## config.mk

```make
export PLATFORM = sky130hd
export DESIGN_NAME = sbg_break_gen
export DESIGN_NICKNAME = d
export VERILOG_FILES = /design/src/rtl/sbg_pkg.sv /design/src/rtl/sbg_bit_timer.sv /design/src/rtl/sbg_break_gen.sv
export SDC_FILE = /design/constraint.sdc
export NUM_CORES = 1
export LEC_CHECK = 0
export CORE_UTILIZATION = 35
export DETAILED_ROUTE_END_ITERATION = 6
export DONT_BUFFER_PORTS = 1
export PLACE_DENSITY = 0.48
export SETUP_SLACK_MARGIN = 0.2
export SYNTH_ARGS = -nofsm -noshare
export SYNTH_HDL_FRONTEND = slang
export SYNTH_HIERARCHICAL = 1
export SYNTH_SLANG_ARGS = --single-unit
export TNS_END_PERCENT = 5
```

## constraint.sdc

```tcl
create_clock -name clock_i -period 2.6 [get_ports clock_i]
set_input_delay 0.52 -clock clock_i [delete_from_list [all_inputs] [get_ports clock_i]]
set_output_delay 0.52 -clock clock_i [all_outputs]
set_load 0.05 [all_outputs]
```

## src/rtl/sbg_pkg.sv

```systemverilog
// Constants, register map and state codes of the serial break generator
package sbg_pkg;

  ////////////////////////////////////////////////////////////////////////////
  // Register port geometry
  localparam int          ADDR_W            = 3;
  localparam int          DATA_W            = 8;
  localparam int          LEN_W             = 4;
  localparam int          DIV_W             = 8;

  ////////////////////////////////////////////////////////////////////////////
  // Register offsets
  localparam logic [2:0]  STATUS_OFS        = 3'h0;
  localparam logic [2:0]  BIT_DIV_OFS       = 3'h1;
  localparam logic [2:0]  CTRL_ONE_OFS      = 3'h2;
  localparam logic [2:0]  CTRL_TWO_OFS      = 3'h3;
  localparam logic [2:0]  CTRL_THREE_OFS    = 3'h4;

  ////////////////////////////////////////////////////////////////////////////
  // Field positions
  localparam int          WORD_LEN_POS      = 4;  // serial_control_one
  localparam int          SEND_BREAK_POS    = 0;  // serial_control_two
  localparam int          TX_EN_POS         = 3;  // serial_control_two
  localparam int          LIN_SEL_POS       = 6;  // serial_control_three
  localparam int          ST_BUSY_POS       = 0;
  localparam int          ST_BREAK_POS      = 1;
  localparam int          ST_IDLE_POS       = 2;
  localparam int          ST_PEND_BRK_POS   = 3;
  localparam int          ST_PEND_IDLE_POS  = 4;
  localparam int          ST_LIN_POS        = 5;

  ////////////////////////////////////////////////////////////////////////////
  // Reset values
  localparam logic [7:0]  CTRL_RST          = 8'h00;
  localparam logic [7:0]  BIT_DIV_RST       = 8'h0F;

  ////////////////////////////////////////////////////////////////////////////
  // Character lengths in bit times
  localparam logic [3:0]  BREAK_BITS_SHORT  = 4'hA;  // 10 bits
  localparam logic [3:0]  BREAK_BITS_LONG   = 4'hB;  // 11 bits
  localparam logic [3:0]  BREAK_BITS_LIN    = 4'hD;  // 13 bits
  localparam logic [3:0]  IDLE_BITS_SHORT   = 4'hA;  // 10 bits
  localparam logic [3:0]  IDLE_BITS_LONG    = 4'hB;  // 11 bits

  ////////////////////////////////////////////////////////////////////////////
  // Transmitter states
  typedef enum logic [2:0] {
    SBG_READY     = 3'b001,
    SBG_IDLE_CHAR = 3'b010,
    SBG_BREAK     = 3'b100
  } sbg_state_t;

endpackage

```

## src/rtl/sbg_bit_timer.sv

```systemverilog
// Bit-time tick generator with restart for character alignment
`timescale 1ns/1ps
module sbg_bit_timer #(
  parameter int DIV_W = 8
) (
  // Clock, reset, enable
  input  wire logic             clock_i,
  input  wire logic             nrst_i,
  input  wire logic             ce_i,
  // Control
  input  wire logic             restart_i,
  input  wire logic [DIV_W-1:0] divisor_i,
  // Tick, one cycle per bit time
  output logic                  tick_o
);

  if (DIV_W < 1) begin : g_chk
    $error("sbg_bit_timer: DIV_W must be at least 1");
  end

  logic [DIV_W-1:0] cnt;
  logic [DIV_W-1:0] next_cnt;

  // One bit time is divisor+1 clocks; restart realigns to a character start.
  // The tick ignores restart: the sequencer restarts on a tick, so gating it would close a loop
  always_comb begin
    tick_o   = ce_i && (cnt >= divisor_i);
    next_cnt = cnt;
    if (restart_i) begin
      next_cnt = '0;
    end else if (cnt >= divisor_i) begin
      next_cnt = '0;
    end else begin
      next_cnt = cnt + 1'b1;
    end
  end

  // Counter register
  always_ff @(posedge clock_i) begin
    if (!nrst_i) begin
      cnt <= '0;
    end else if (ce_i) begin
      cnt <= next_cnt;
    end
  end

endmodule

```

## src/rtl/sbg_break_gen.sv

```systemverilog
// Break and idle character generator of a serial transmitter with LIN master mode
//
// Notes on behaviour
// - Setting then clearing send_break_bit before the break ends sends exactly one break character.
// - Normal mode break lasts 10 bit times, or 11 with word length set.
// - While send_break_bit stays set, breaks follow one another back to back.
// - LIN master mode when LIN select is set and word length is clear.
// - In LIN master mode every requested break lasts 13 bit times.
// - Toggling tx_enable_bit queues an idle; a following break comes right after it.
// - Idle character ahead of a LIN break lasts 10 bit times.
`timescale 1ns/1ps
module sbg_break_gen
  #(
  parameter int DIV_W = sbg_pkg::DIV_W
) (
  // Clock, reset, enable
  input  wire logic                        clock_i,
  input  wire logic                        nrst_i,
  input  wire logic                        ce_i,
  // Register port
  input  wire logic [sbg_pkg::ADDR_W-1:0]  addr_i,
  input  wire logic [sbg_pkg::DATA_W-1:0]  wdata_i,
  input  wire logic                        wr_i,
  input  wire logic                        rd_i,
  output logic      [sbg_pkg::DATA_W-1:0]  rdata_o,
  // Serial line
  output logic                             tx_o
);
  import sbg_pkg::*;

  if (DIV_W != DATA_W) begin : g_chk
    $error("sbg_break_gen: DIV_W must equal the register data width");
  end

  ////////////////////////////////////////////////////////////////////////////
  // Declarations

  logic [DATA_W-1:0] ctrl_one;
  logic [DATA_W-1:0] ctrl_two;
  logic [DATA_W-1:0] ctrl_three;
  logic [DIV_W-1:0]  bit_div;
  logic [DATA_W-1:0] next_ctrl_one;
  logic [DATA_W-1:0] next_ctrl_two;
  logic [DATA_W-1:0] next_ctrl_three;
  logic [DIV_W-1:0]  next_bit_div;

  logic              pend_break;
  logic              pend_idle;
  logic              next_pend_break;
  logic              next_pend_idle;

  sbg_state_t        state;
  sbg_state_t        next_state;
  logic [LEN_W-1:0]  char_len;
  logic [LEN_W-1:0]  next_char_len;
  logic [LEN_W-1:0]  bit_cnt;
  logic [LEN_W-1:0]  next_bit_cnt;
  logic              next_tx;
  logic [DATA_W-1:0] next_rdata;

  logic              wr_ctrl_two;
  logic              break_req_rise;
  logic              tx_en_rise;
  logic              word_long;
  logic              tx_en;
  logic              break_held;
  logic              lin_master;
  logic [LEN_W-1:0]  break_len;
  logic [LEN_W-1:0]  idle_len;
  logic              tick;
  logic              char_end;
  logic              start_char;
  logic              take_break;
  logic              take_idle;

  ////////////////////////////////////////////////////////////////////////////
  // Mode decode

  // Control bits as they stand now
  assign word_long  = ctrl_one[WORD_LEN_POS];
  assign tx_en      = ctrl_two[TX_EN_POS];
  assign break_held = ctrl_two[SEND_BREAK_POS];
  assign lin_master = ctrl_three[LIN_SEL_POS] && !word_long;

  // Break length by mode
  always_comb begin
    if (lin_master) begin
      break_len = BREAK_BITS_LIN;
    end else if (word_long) begin
      break_len = BREAK_BITS_LONG;
    end else begin
      break_len = BREAK_BITS_SHORT;
    end
  end

  // idle is one 10-bit character in LIN mode
  assign idle_len = word_long ? IDLE_BITS_LONG : IDLE_BITS_SHORT;

  ////////////////////////////////////////////////////////////////////////////
  // Register writes

  assign wr_ctrl_two    = wr_i && (addr_i == CTRL_TWO_OFS);
  // only a set edge of the request bit queues a break
  assign break_req_rise = wr_ctrl_two && wdata_i[SEND_BREAK_POS] && !break_held;
  // a set edge of the enable queues an idle character
  assign tx_en_rise     = wr_ctrl_two && wdata_i[TX_EN_POS] && !tx_en;

  // Next values of the software registers
  always_comb begin
    next_ctrl_one   = ctrl_one;
    next_ctrl_two   = ctrl_two;
    next_ctrl_three = ctrl_three;
    next_bit_div    = bit_div;
    if (wr_i) begin
      case (addr_i)
        BIT_DIV_OFS: begin
          next_bit_div = wdata_i;
        end
        CTRL_ONE_OFS: begin
          next_ctrl_one = wdata_i;
        end
        CTRL_TWO_OFS: begin
          next_ctrl_two = wdata_i;
        end
        CTRL_THREE_OFS: begin
          next_ctrl_three = wdata_i;
        end
        default: begin
          next_bit_div = bit_div;  // Status and unmapped writes ignored
        end
      endcase
    end
  end

  // Software register storage
  always_ff @(posedge clock_i) begin
    if (!nrst_i) begin
      ctrl_one   <= CTRL_RST;
      ctrl_two   <= CTRL_RST;
      ctrl_three <= CTRL_RST;
      bit_div    <= BIT_DIV_RST;
    end else if (ce_i) begin
      ctrl_one   <= next_ctrl_one;
      ctrl_two   <= next_ctrl_two;
      ctrl_three <= next_ctrl_three;
      bit_div    <= next_bit_div;
    end
  end

  ////////////////////////////////////////////////////////////////////////////
  // Bit timing

  // Restarting at each character start keeps every duration exact,
  // which is what keeps the first bit of a character started from ready a full bit time
  sbg_bit_timer #(
    .DIV_W     (DIV_W)
  ) u_timer (
    .clock_i   (clock_i),
    .nrst_i    (nrst_i),
    .ce_i      (ce_i),
    .restart_i (start_char),
    .divisor_i (bit_div),
    .tick_o    (tick)
  );

  assign char_end = tick && (bit_cnt == char_len - 1'b1);

  ////////////////////////////////////////////////////////////////////////////
  // Character sequencer

  // Pick the next character; from ready a queued idle goes ahead of a queued break, at a character end the break goes first
  always_comb begin
    next_state    = state;
    next_char_len = char_len;
    next_bit_cnt  = bit_cnt;
    take_break    = 1'b0;
    take_idle     = 1'b0;
    start_char    = 1'b0;
    case (state)
      SBG_READY: begin
        if (tx_en && pend_idle) begin
          take_idle = 1'b1;
        end else if (tx_en && pend_break) begin
          take_break = 1'b1;
        end
      end
      SBG_IDLE_CHAR: begin
        if (char_end) begin
          // break starts on the very edge the idle ends
          if (tx_en && pend_break) begin
            take_break = 1'b1;
          end else if (tx_en && pend_idle) begin
            take_idle = 1'b1;
          end else begin
            next_state = SBG_READY;
          end
        end
      end
      SBG_BREAK: begin
        if (char_end) begin
          // held request chains breaks with no gap
          if (tx_en && (break_held || pend_break)) begin
            take_break = 1'b1;
          end else if (tx_en && pend_idle) begin
            take_idle = 1'b1;
          end else begin
            next_state = SBG_READY;
          end
        end
      end
      default: begin
        next_state = SBG_READY;
      end
    endcase
    if (take_break) begin
      next_state    = SBG_BREAK;
      next_char_len = break_len;
      start_char    = 1'b1;
    end else if (take_idle) begin
      next_state    = SBG_IDLE_CHAR;
      next_char_len = idle_len;
      start_char    = 1'b1;
    end
    // Bit counter runs within a character only
    if (start_char) begin
      next_bit_cnt = '0;
    end else if (tick && (state != SBG_READY)) begin
      next_bit_cnt = bit_cnt + 1'b1;
    end
  end

  // Request flags: a new request in the consuming cycle is kept
  always_comb begin
    // one queued break per set edge
    next_pend_break = (pend_break && !take_break) || break_req_rise;
    next_pend_idle  = (pend_idle && !take_idle) || tx_en_rise;
  end

  // line low exactly while a break character runs
  assign next_tx = (next_state != SBG_BREAK);

  // Sequencer registers
  always_ff @(posedge clock_i) begin
    if (!nrst_i) begin
      state      <= SBG_READY;
      char_len   <= BREAK_BITS_SHORT;
      bit_cnt    <= '0;
      pend_break <= 1'b0;
      pend_idle  <= 1'b0;
      tx_o       <= 1'b1;
    end else if (ce_i) begin
      state      <= next_state;
      char_len   <= next_char_len;
      bit_cnt    <= next_bit_cnt;
      pend_break <= next_pend_break;
      pend_idle  <= next_pend_idle;
      tx_o       <= next_tx;
    end
  end

  ////////////////////////////////////////////////////////////////////////////
  // Register reads

  // Read data valid only in the cycle after the strobe, zero otherwise
  always_comb begin
    next_rdata = '0;
    if (rd_i) begin
      case (addr_i)
        STATUS_OFS: begin
          next_rdata[ST_BUSY_POS]      = (state != SBG_READY);
          next_rdata[ST_BREAK_POS]     = (state == SBG_BREAK);
          next_rdata[ST_IDLE_POS]      = (state == SBG_IDLE_CHAR);
          next_rdata[ST_PEND_BRK_POS]  = pend_break;
          next_rdata[ST_PEND_IDLE_POS] = pend_idle;
          next_rdata[ST_LIN_POS]       = lin_master;
        end
        BIT_DIV_OFS: begin
          next_rdata = bit_div;
        end
        CTRL_ONE_OFS: begin
          next_rdata = ctrl_one;
        end
        CTRL_TWO_OFS: begin
          next_rdata = ctrl_two;
        end
        CTRL_THREE_OFS: begin
          next_rdata = ctrl_three;
        end
        default: begin
          next_rdata = '0;  // Unmapped reads as zero
        end
      endcase
    end
  end

  // Read data register
  always_ff @(posedge clock_i) begin
    if (!nrst_i) begin
      rdata_o <= '0;
    end else if (ce_i) begin
      rdata_o <= next_rdata;
    end
  end

endmodule

```

-- After elaboration in Yosys (flattened, before gate mapping)
Index checks and enable logic that the tools add are counted.
- bits in registers: 62
- output and inout bits: 9
- $add $sub $neg: 3
- order comparisons: 1
- equal/unequal tests: 10
- mux-type cells: 33
- reductions and logical operators: 31
- operators with widths (kind ; number):
    $pmux W6 S5 ; 1
    $mux W3 ; 8
    $mux W8 ; 3
    $mux W4 ; 4
    $logic_and A1 B1 Y1 ; 14
    $mux W1 ; 13
    $reduce_and A3 Y1 ; 4
    $eq A3 B2 Y1 const B ; 3
    $pmux W3 S3 ; 1
    $add A8 B1 Y8 const B ; 1
    $ge A8 B8 Y1 ; 1
    $pmux W2 S4 ; 1
    $eq A3 B1 Y1 const B ; 2
    $eq A3 B3 Y1 const B ; 2
    $pmux W1 S3 ; 2
    $logic_not A1 Y1 ; 5
    $add A4 B1 Y4 const B ; 1
    $eq A4 B4 Y1 ; 1
    $reduce_and A2 Y1 ; 2
    $reduce_bool A2 Y1 ; 2
    $sub A4 B1 Y4 const B ; 1
    $logic_not A3 Y1 ; 1
    $logic_or A1 B1 Y1 ; 3
    $ne A3 B1 Y1 const B ; 1
    $ne A3 B3 Y1 const B ; 1

-- Logic depth before layout (Yosys ltp)
- depth in word-level cells: 9
- gate-level depth with buffers: 14

-- Modules after synthesis
Netlist, hierarchy kept.
- by module, submodules not included (module ; instances ; cells each ; area each (µm²) ; sequential area each (µm²)):
    sbg_break_gen ; 1 ; 300 ; 2693.8 ; 1061.0
    sbg_bit_timer ; 1 ; 79 ; 676.9 ; 160.2

-- Least setup slack after synthesis
Ideal clock, no wire load.
- path type: reg-to-reg
- from: register u_timer.cnt[0]
- to: register u_timer.cnt[7]
- setup time: 0.095 ns
- data arrival time: 2.738 ns
- data required time: 2.505 ns
- slack: -0.233 ns
- cell stages (with the launch flop): 14
- buffers on the path: 0
- clock period less this slack: 2.833 ns
- cells stage by stage: dfxtp_1 > inv_1 > ha_1 > nand2b_1 > a2111oi_2 > or2_2 > a31oi_1 > a32oi_1 > a31o_1 > nor2_1 > a41o_1 > a211oi_1 > o21ai_2 > o311ai_1
- cells in the longest elaborated chain, start to end: 8
- elaborated cells between the ends (all ways): 14
- those cells by class: add/sub: 1; order compare: 1; mux: 10; reduce/logical: 2
- ends and longest elaborated chain (item ; RTL line ; RTL):
    from (decl) ; sbg_bit_timer.sv:21 ; logic [DIV_W-1:0] cnt;
    from (signal assigned) ; sbg_bit_timer.sv:43 ; cnt <= next_cnt;
    $ge A8 B8 Y1 (*) ; sbg_bit_timer.sv:27 ; tick_o = ce_i && (cnt >= divisor_i);
    $logic_and A1 B1 Y1 (*) ; sbg_bit_timer.sv:27 ;
    via tick ; sbg_break_gen.sv:70 ; logic tick;
    $logic_and A1 B1 Y1 (*) ; sbg_break_gen.sv:166 ; assign char_end = tick && (bit_cnt == char_len - 1'b1);
    $mux W1, on equally long branches ; sbg_break_gen.sv:200, sbg_break_gen.sv:188 ;
    $pmux W1 S3 ; sbg_break_gen.sv:179 ; case (state)
    $mux W1 ; sbg_break_gen.sv:219 ; end else if (take_idle) begin
    $mux W1 (*) ; sbg_break_gen.sv:215 ; if (take_break) begin
    via start_char ; sbg_break_gen.sv:72 ; logic start_char;
    $mux W8 (*) ; sbg_bit_timer.sv:29 ; if (restart_i) begin
The timed path passes the listed nets; every way through them passes the cells marked *.
A chain may end at the register's enable or synchronous reset.

-- Final worst setup path
Ends and elaborated chain as after synthesis.

==> qor.csv <==
stage,metric,value,unit
worst_setup_path,crit path kind,register to register,
grt,largest net degree at the start of global routing,35,
final_layout,Layout area overhead,18.3,%
floorplanning,row cnt,35,
worst_setup_path,crit path DAT,2.92,ns
synth,Gate Count Post-Synth,379,
flow_run,max-cap violation count,0,
floorplanning,Vert. Die Dim,100,µm
power_and_ir_drop,Cell Int Power,1540,µW
route,DRT Pass-1 Iters,4,
cts,clock root buffer,clkbuf_8,
grt,vias in the first global route,2900,
power_and_ir_drop,Clock power frac,46.6,%
synth,Synth async-reset ratio,0,%
sta,Final Hold Slack,0.248,ns
final_layout,Antenna diodes,0,
power_and_ir_drop,pwr dens,508,nW/µm²
outcome,outcome,"finished, violations left",
cts,hold buffers post-CTS,0,
cts,H-tree Lvls,3,
grt,antenna violations before repair,1,
sta,clk_skew,0.0140,ns
floorplanning,IO Count,25,
synth,number of synthesized flops with an enable pin,0,
power_and_ir_drop,Sw Pwr,482,µW
worst_setup_path,slowest CP cell,dfxtp_2,
sta,Fin. Hold Viols,0,
cts,"CTS clk-pin slew, worst paths",0.07,ns
cts,Clock Tree Buf Depth,2,
cts,CTS tree,done,
route,vias per cell,5.33,
route,DRC Markers,0,
worst_setup_path,crit start category,register,
synth,"FF+latch count, synth",61,
cts,Sink Count,61,
synth,"Avg Cell Area, Syn",8.89,µm²
synth,Most used DFF post-synth,dfxtp_1,
final_layout,"Design Area, Final",3990,µm²
power_and_ir_drop,power share of the sequential group,47.7,%
final_layout,final net count,426,
final_layout,Multi-input gate area,2110,µm²
worst_setup_path,Max stage delay on crit path,0.32,ns
worst_setup_path,CP required,2.84,ns
worst_setup_path,critical path cell sequence,"inv_2, ha_4, nand2b_4, a2111oi_4, or2_4, a31oi_4, a32oi_1, a31o_1, nor2_2, a41o_1, a211oi_2, o21ai_2, nand3b_1, o311ai_1",
floorplanning,Die Wd,100,µm
sta,Slew Limit Headroom,59.4,%
power_and_ir_drop,combinational power share,5.7,%
route,Avg WL per Cell,16.7,µm
sta,Slew @ Worst Pin,0.608,ns
worst_setup_path,Crit Path Max Fanout,9,
grt,global-route wire length before repair,14900,µm
synth,sequential cell area fraction in the yosys report,36.2,%
synth,Yosys cell types,67,
synth,Yosys Warn Count,6,
floorplanning,core area,9280,µm²
power_and_ir_drop,P_leak,0.00153,µW
synth,"Cell Area, Synth",3370,µm²
worst_setup_path,"delay-heaviest family, CP",compound AO/OA/AOI/OAI gates,
worst_setup_path,crit end category,register,
sta,Final Critical Period,2.68,ns
cts,clk_lat worst skew,0.34,ns
synth,syn nets,406,
route,"antenna viol nets, final",0,
sta,PnR worst setup slack,-0.0762,ns
route,Vias,2841,
route,DR iter-0 viols,100,
grt,gr usage total,19.3,%
floorplanning,initial core utilization,36.3,%
worst_setup_path,Crit path buffers/inverters,1,
sta,crit share post-route,103,%
sta,final setup fails,8,
placement,GP Congestion,0.741,
cts,setup bufs post-CTS,0,
placement,Area after DPL,3760,µm²
final_layout,fill count,979,
sta,RSZ-0062 raised after global routing,yes,
sta,Max Clk Rate,0.374,GHz
cts,CTS buffer count,9,
outcome,failing checks,negative setup slack,
placement,IO Port Bufs,0,
sta,Slew Limit Fails,0,
final_layout,Sequential Area,1220,µm²
final_layout,share of cells above drive strength 1,17.8,%
placement,Post-Place Setup Slack,-0.0734,ns
floorplanning,die footprint,10000,µm²
power_and_ir_drop,switch share,23.8,%
worst_hold_path,worst hold path type,input pin to register,
grt,grt total ovfl,0,
route,Final Routed Wirelength,8920,µm
power_and_ir_drop,Peak VDD IR,211,µV
placement,DP HPWL,6460,µm
==> path summary, 6_finish.rpt <==
kind | start | endpoint | slack (ns) | cells after the start
setup / recovery | u_timer/cnt[0] | u_timer/cnt[7] | -0.08 | 14
hold / removal | nrst_i | bit_div[1] | 0.25 | 1
setup reg to reg | u_timer/cnt[0] | u_timer/cnt[7] | -0.08 | 14
hold reg to reg | ctrl_one[5] | ctrl_one[5] | 0.50 | 2
==> worst register-to-register path, cell delays in order, from the launching register on <==
cell and delay, ns:
dfxtp_2 0.32, inv_2 0.07, ha_4 0.19, nand2b_4 0.14, a2111oi_4 0.32, or2_4 0.19
a31oi_4 0.10, a32oi_1 0.21, a31o_1 0.16, nor2_2 0.06, a41o_1 0.21, a211oi_2 0.18
o21ai_2 0.17, nand3b_1 0.19, o311ai_1 0.08
==> sequential cells by signal, indices dropped and copies added (netlist names) <==
signal,cells
char_len,3
pend_idle,1
state,3
ctrl_three,8
u_timer/cnt,8
ctrl_two,8
rdata_o,8
ctrl_one,8
tx_o,1
bit_cnt,4
pend_break,1
bit_div,8
==> routing by layer <==
layer / track usage [%] / wire length, µm
met1: 24.8 / 4340
met5: 0 / 0
met2: 31.0 / 4070
met3: 5.22 / 349
met4: 7.13 / 159
==> kinds of logic after synthesis <==
| kind of cell | share of synthesized area, % |
|---|---|
| AOI/OAI and AO/OA | 20.5 |
| and+or+nand+nor | 21.5 |
| xor gates and xnor gates | 1.30 |
| adders and majority gates | 4.08 |
| muxes | 12.2 |
| buffers and inverters | 4.08 |
| DFF | 36.2 |
==> power groups by stage <==
stage          Sequential [µW]  Combinational (µW)  Clock (µW)
2_1_floorplan              985                 109           0
3_3_place_gp               988                 115           0
3_5_place_dp               989                 116           0
4_1_cts                    967                 117         977
5_1_grt                    968                 129        1010
6_report                   967                 115         944
==> stage by stage <==
| stage | std cells | TNS (ns) | utilization, % | power (µW) |
|---|---|---|---|---|
| floorplan | 379 | 0 | - | 1090 |
| global route | 533 | -2.09 | 42.9 | 2110 |
| global placement | 517 | 0 | 40.5 | 1100 |
| detailed placement | 517 | -0.311 | 40.5 | 1110 |
| finish | 533 | -0.314 | 42.9 | 2030 |
| CTS | 533 | -0.433 | 42.9 | 2060 |
==> placed cells by master (no fill, tap or decap), types with 4 or more instances in the layout <==
cell	count
and3_1	4
mux2i_1	39
clkbuf_8	9
nand2b_1	8
nand3_1	19
dfxtp_1	58
nor3b_1	6
nand3b_1	6
a22oi_1	6
nor2b_1	8
o21a_1	8
o22ai_1	6
ha_4	4
xor2_1	4
nor2_1	33
a21oi_1	15
buf_4	30
inv_1	12
ha_1	7
o21ai_0	11
nand2_1	23
==> layout make-up <==
cell class,instances,area share [%]
Clock buffer,10,3.20
Clock inverter,6,2.20
Inverter,14,1.32
Multi-Input combinational cell,283,52.9
Sequential cell,61,30.7
Tap cell,129,4.05
Timing Repair Buffer,30,5.65
==> cell usage after synthesis, types with 3 or more instances <==
library cell | number | area, µm²
o21ai_1 | 3 | 15.0
and2_1 | 3 | 18.8
nor2_1 | 34 | 128
o21ai_0 | 11 | 55.1
nand2_1 | 23 | 86.3
a21o_1 | 3 | 22.5
nand3b_1 | 6 | 45.0
and3_1 | 4 | 25.0
inv_1 | 13 | 48.8
nor2b_1 | 8 | 50.1
o22a_1 | 3 | 26.3
clkbuf_1 | 12 | 45.0
a21oi_1 | 15 | 75.1
a211oi_1 | 4 | 30.0
o21a_1 | 8 | 60.1
buf_1 | 4 | 15.0
buf_2 | 5 | 25.0
ha_1 | 11 | 138
nand3_1 | 19 | 95.1
dfxtp_1 | 61 | 1220
nand2b_1 | 9 | 56.3
xor2_1 | 4 | 35.0
o22ai_1 | 6 | 37.5
a22oi_1 | 6 | 45.0
a211o_1 | 3 | 26.3
mux2i_1 | 39 | 390
o31a_1 | 3 | 26.3
nand4b_1 | 3 | 26.3
nor3b_1 | 6 | 45.0
o2bb2ai_1 | 3 | 26.3
==> repair_timing <==
| action | 4_1_cts | 5_1_grt |
|---|---|---|
| hold endpoints to repair | 0 | 0 |
| endpoints found under the setup margin | 18 | 21 |
| gates resized for setup | 2 | 0 |
No activity file was read; power rests on OpenSTA's default activity.
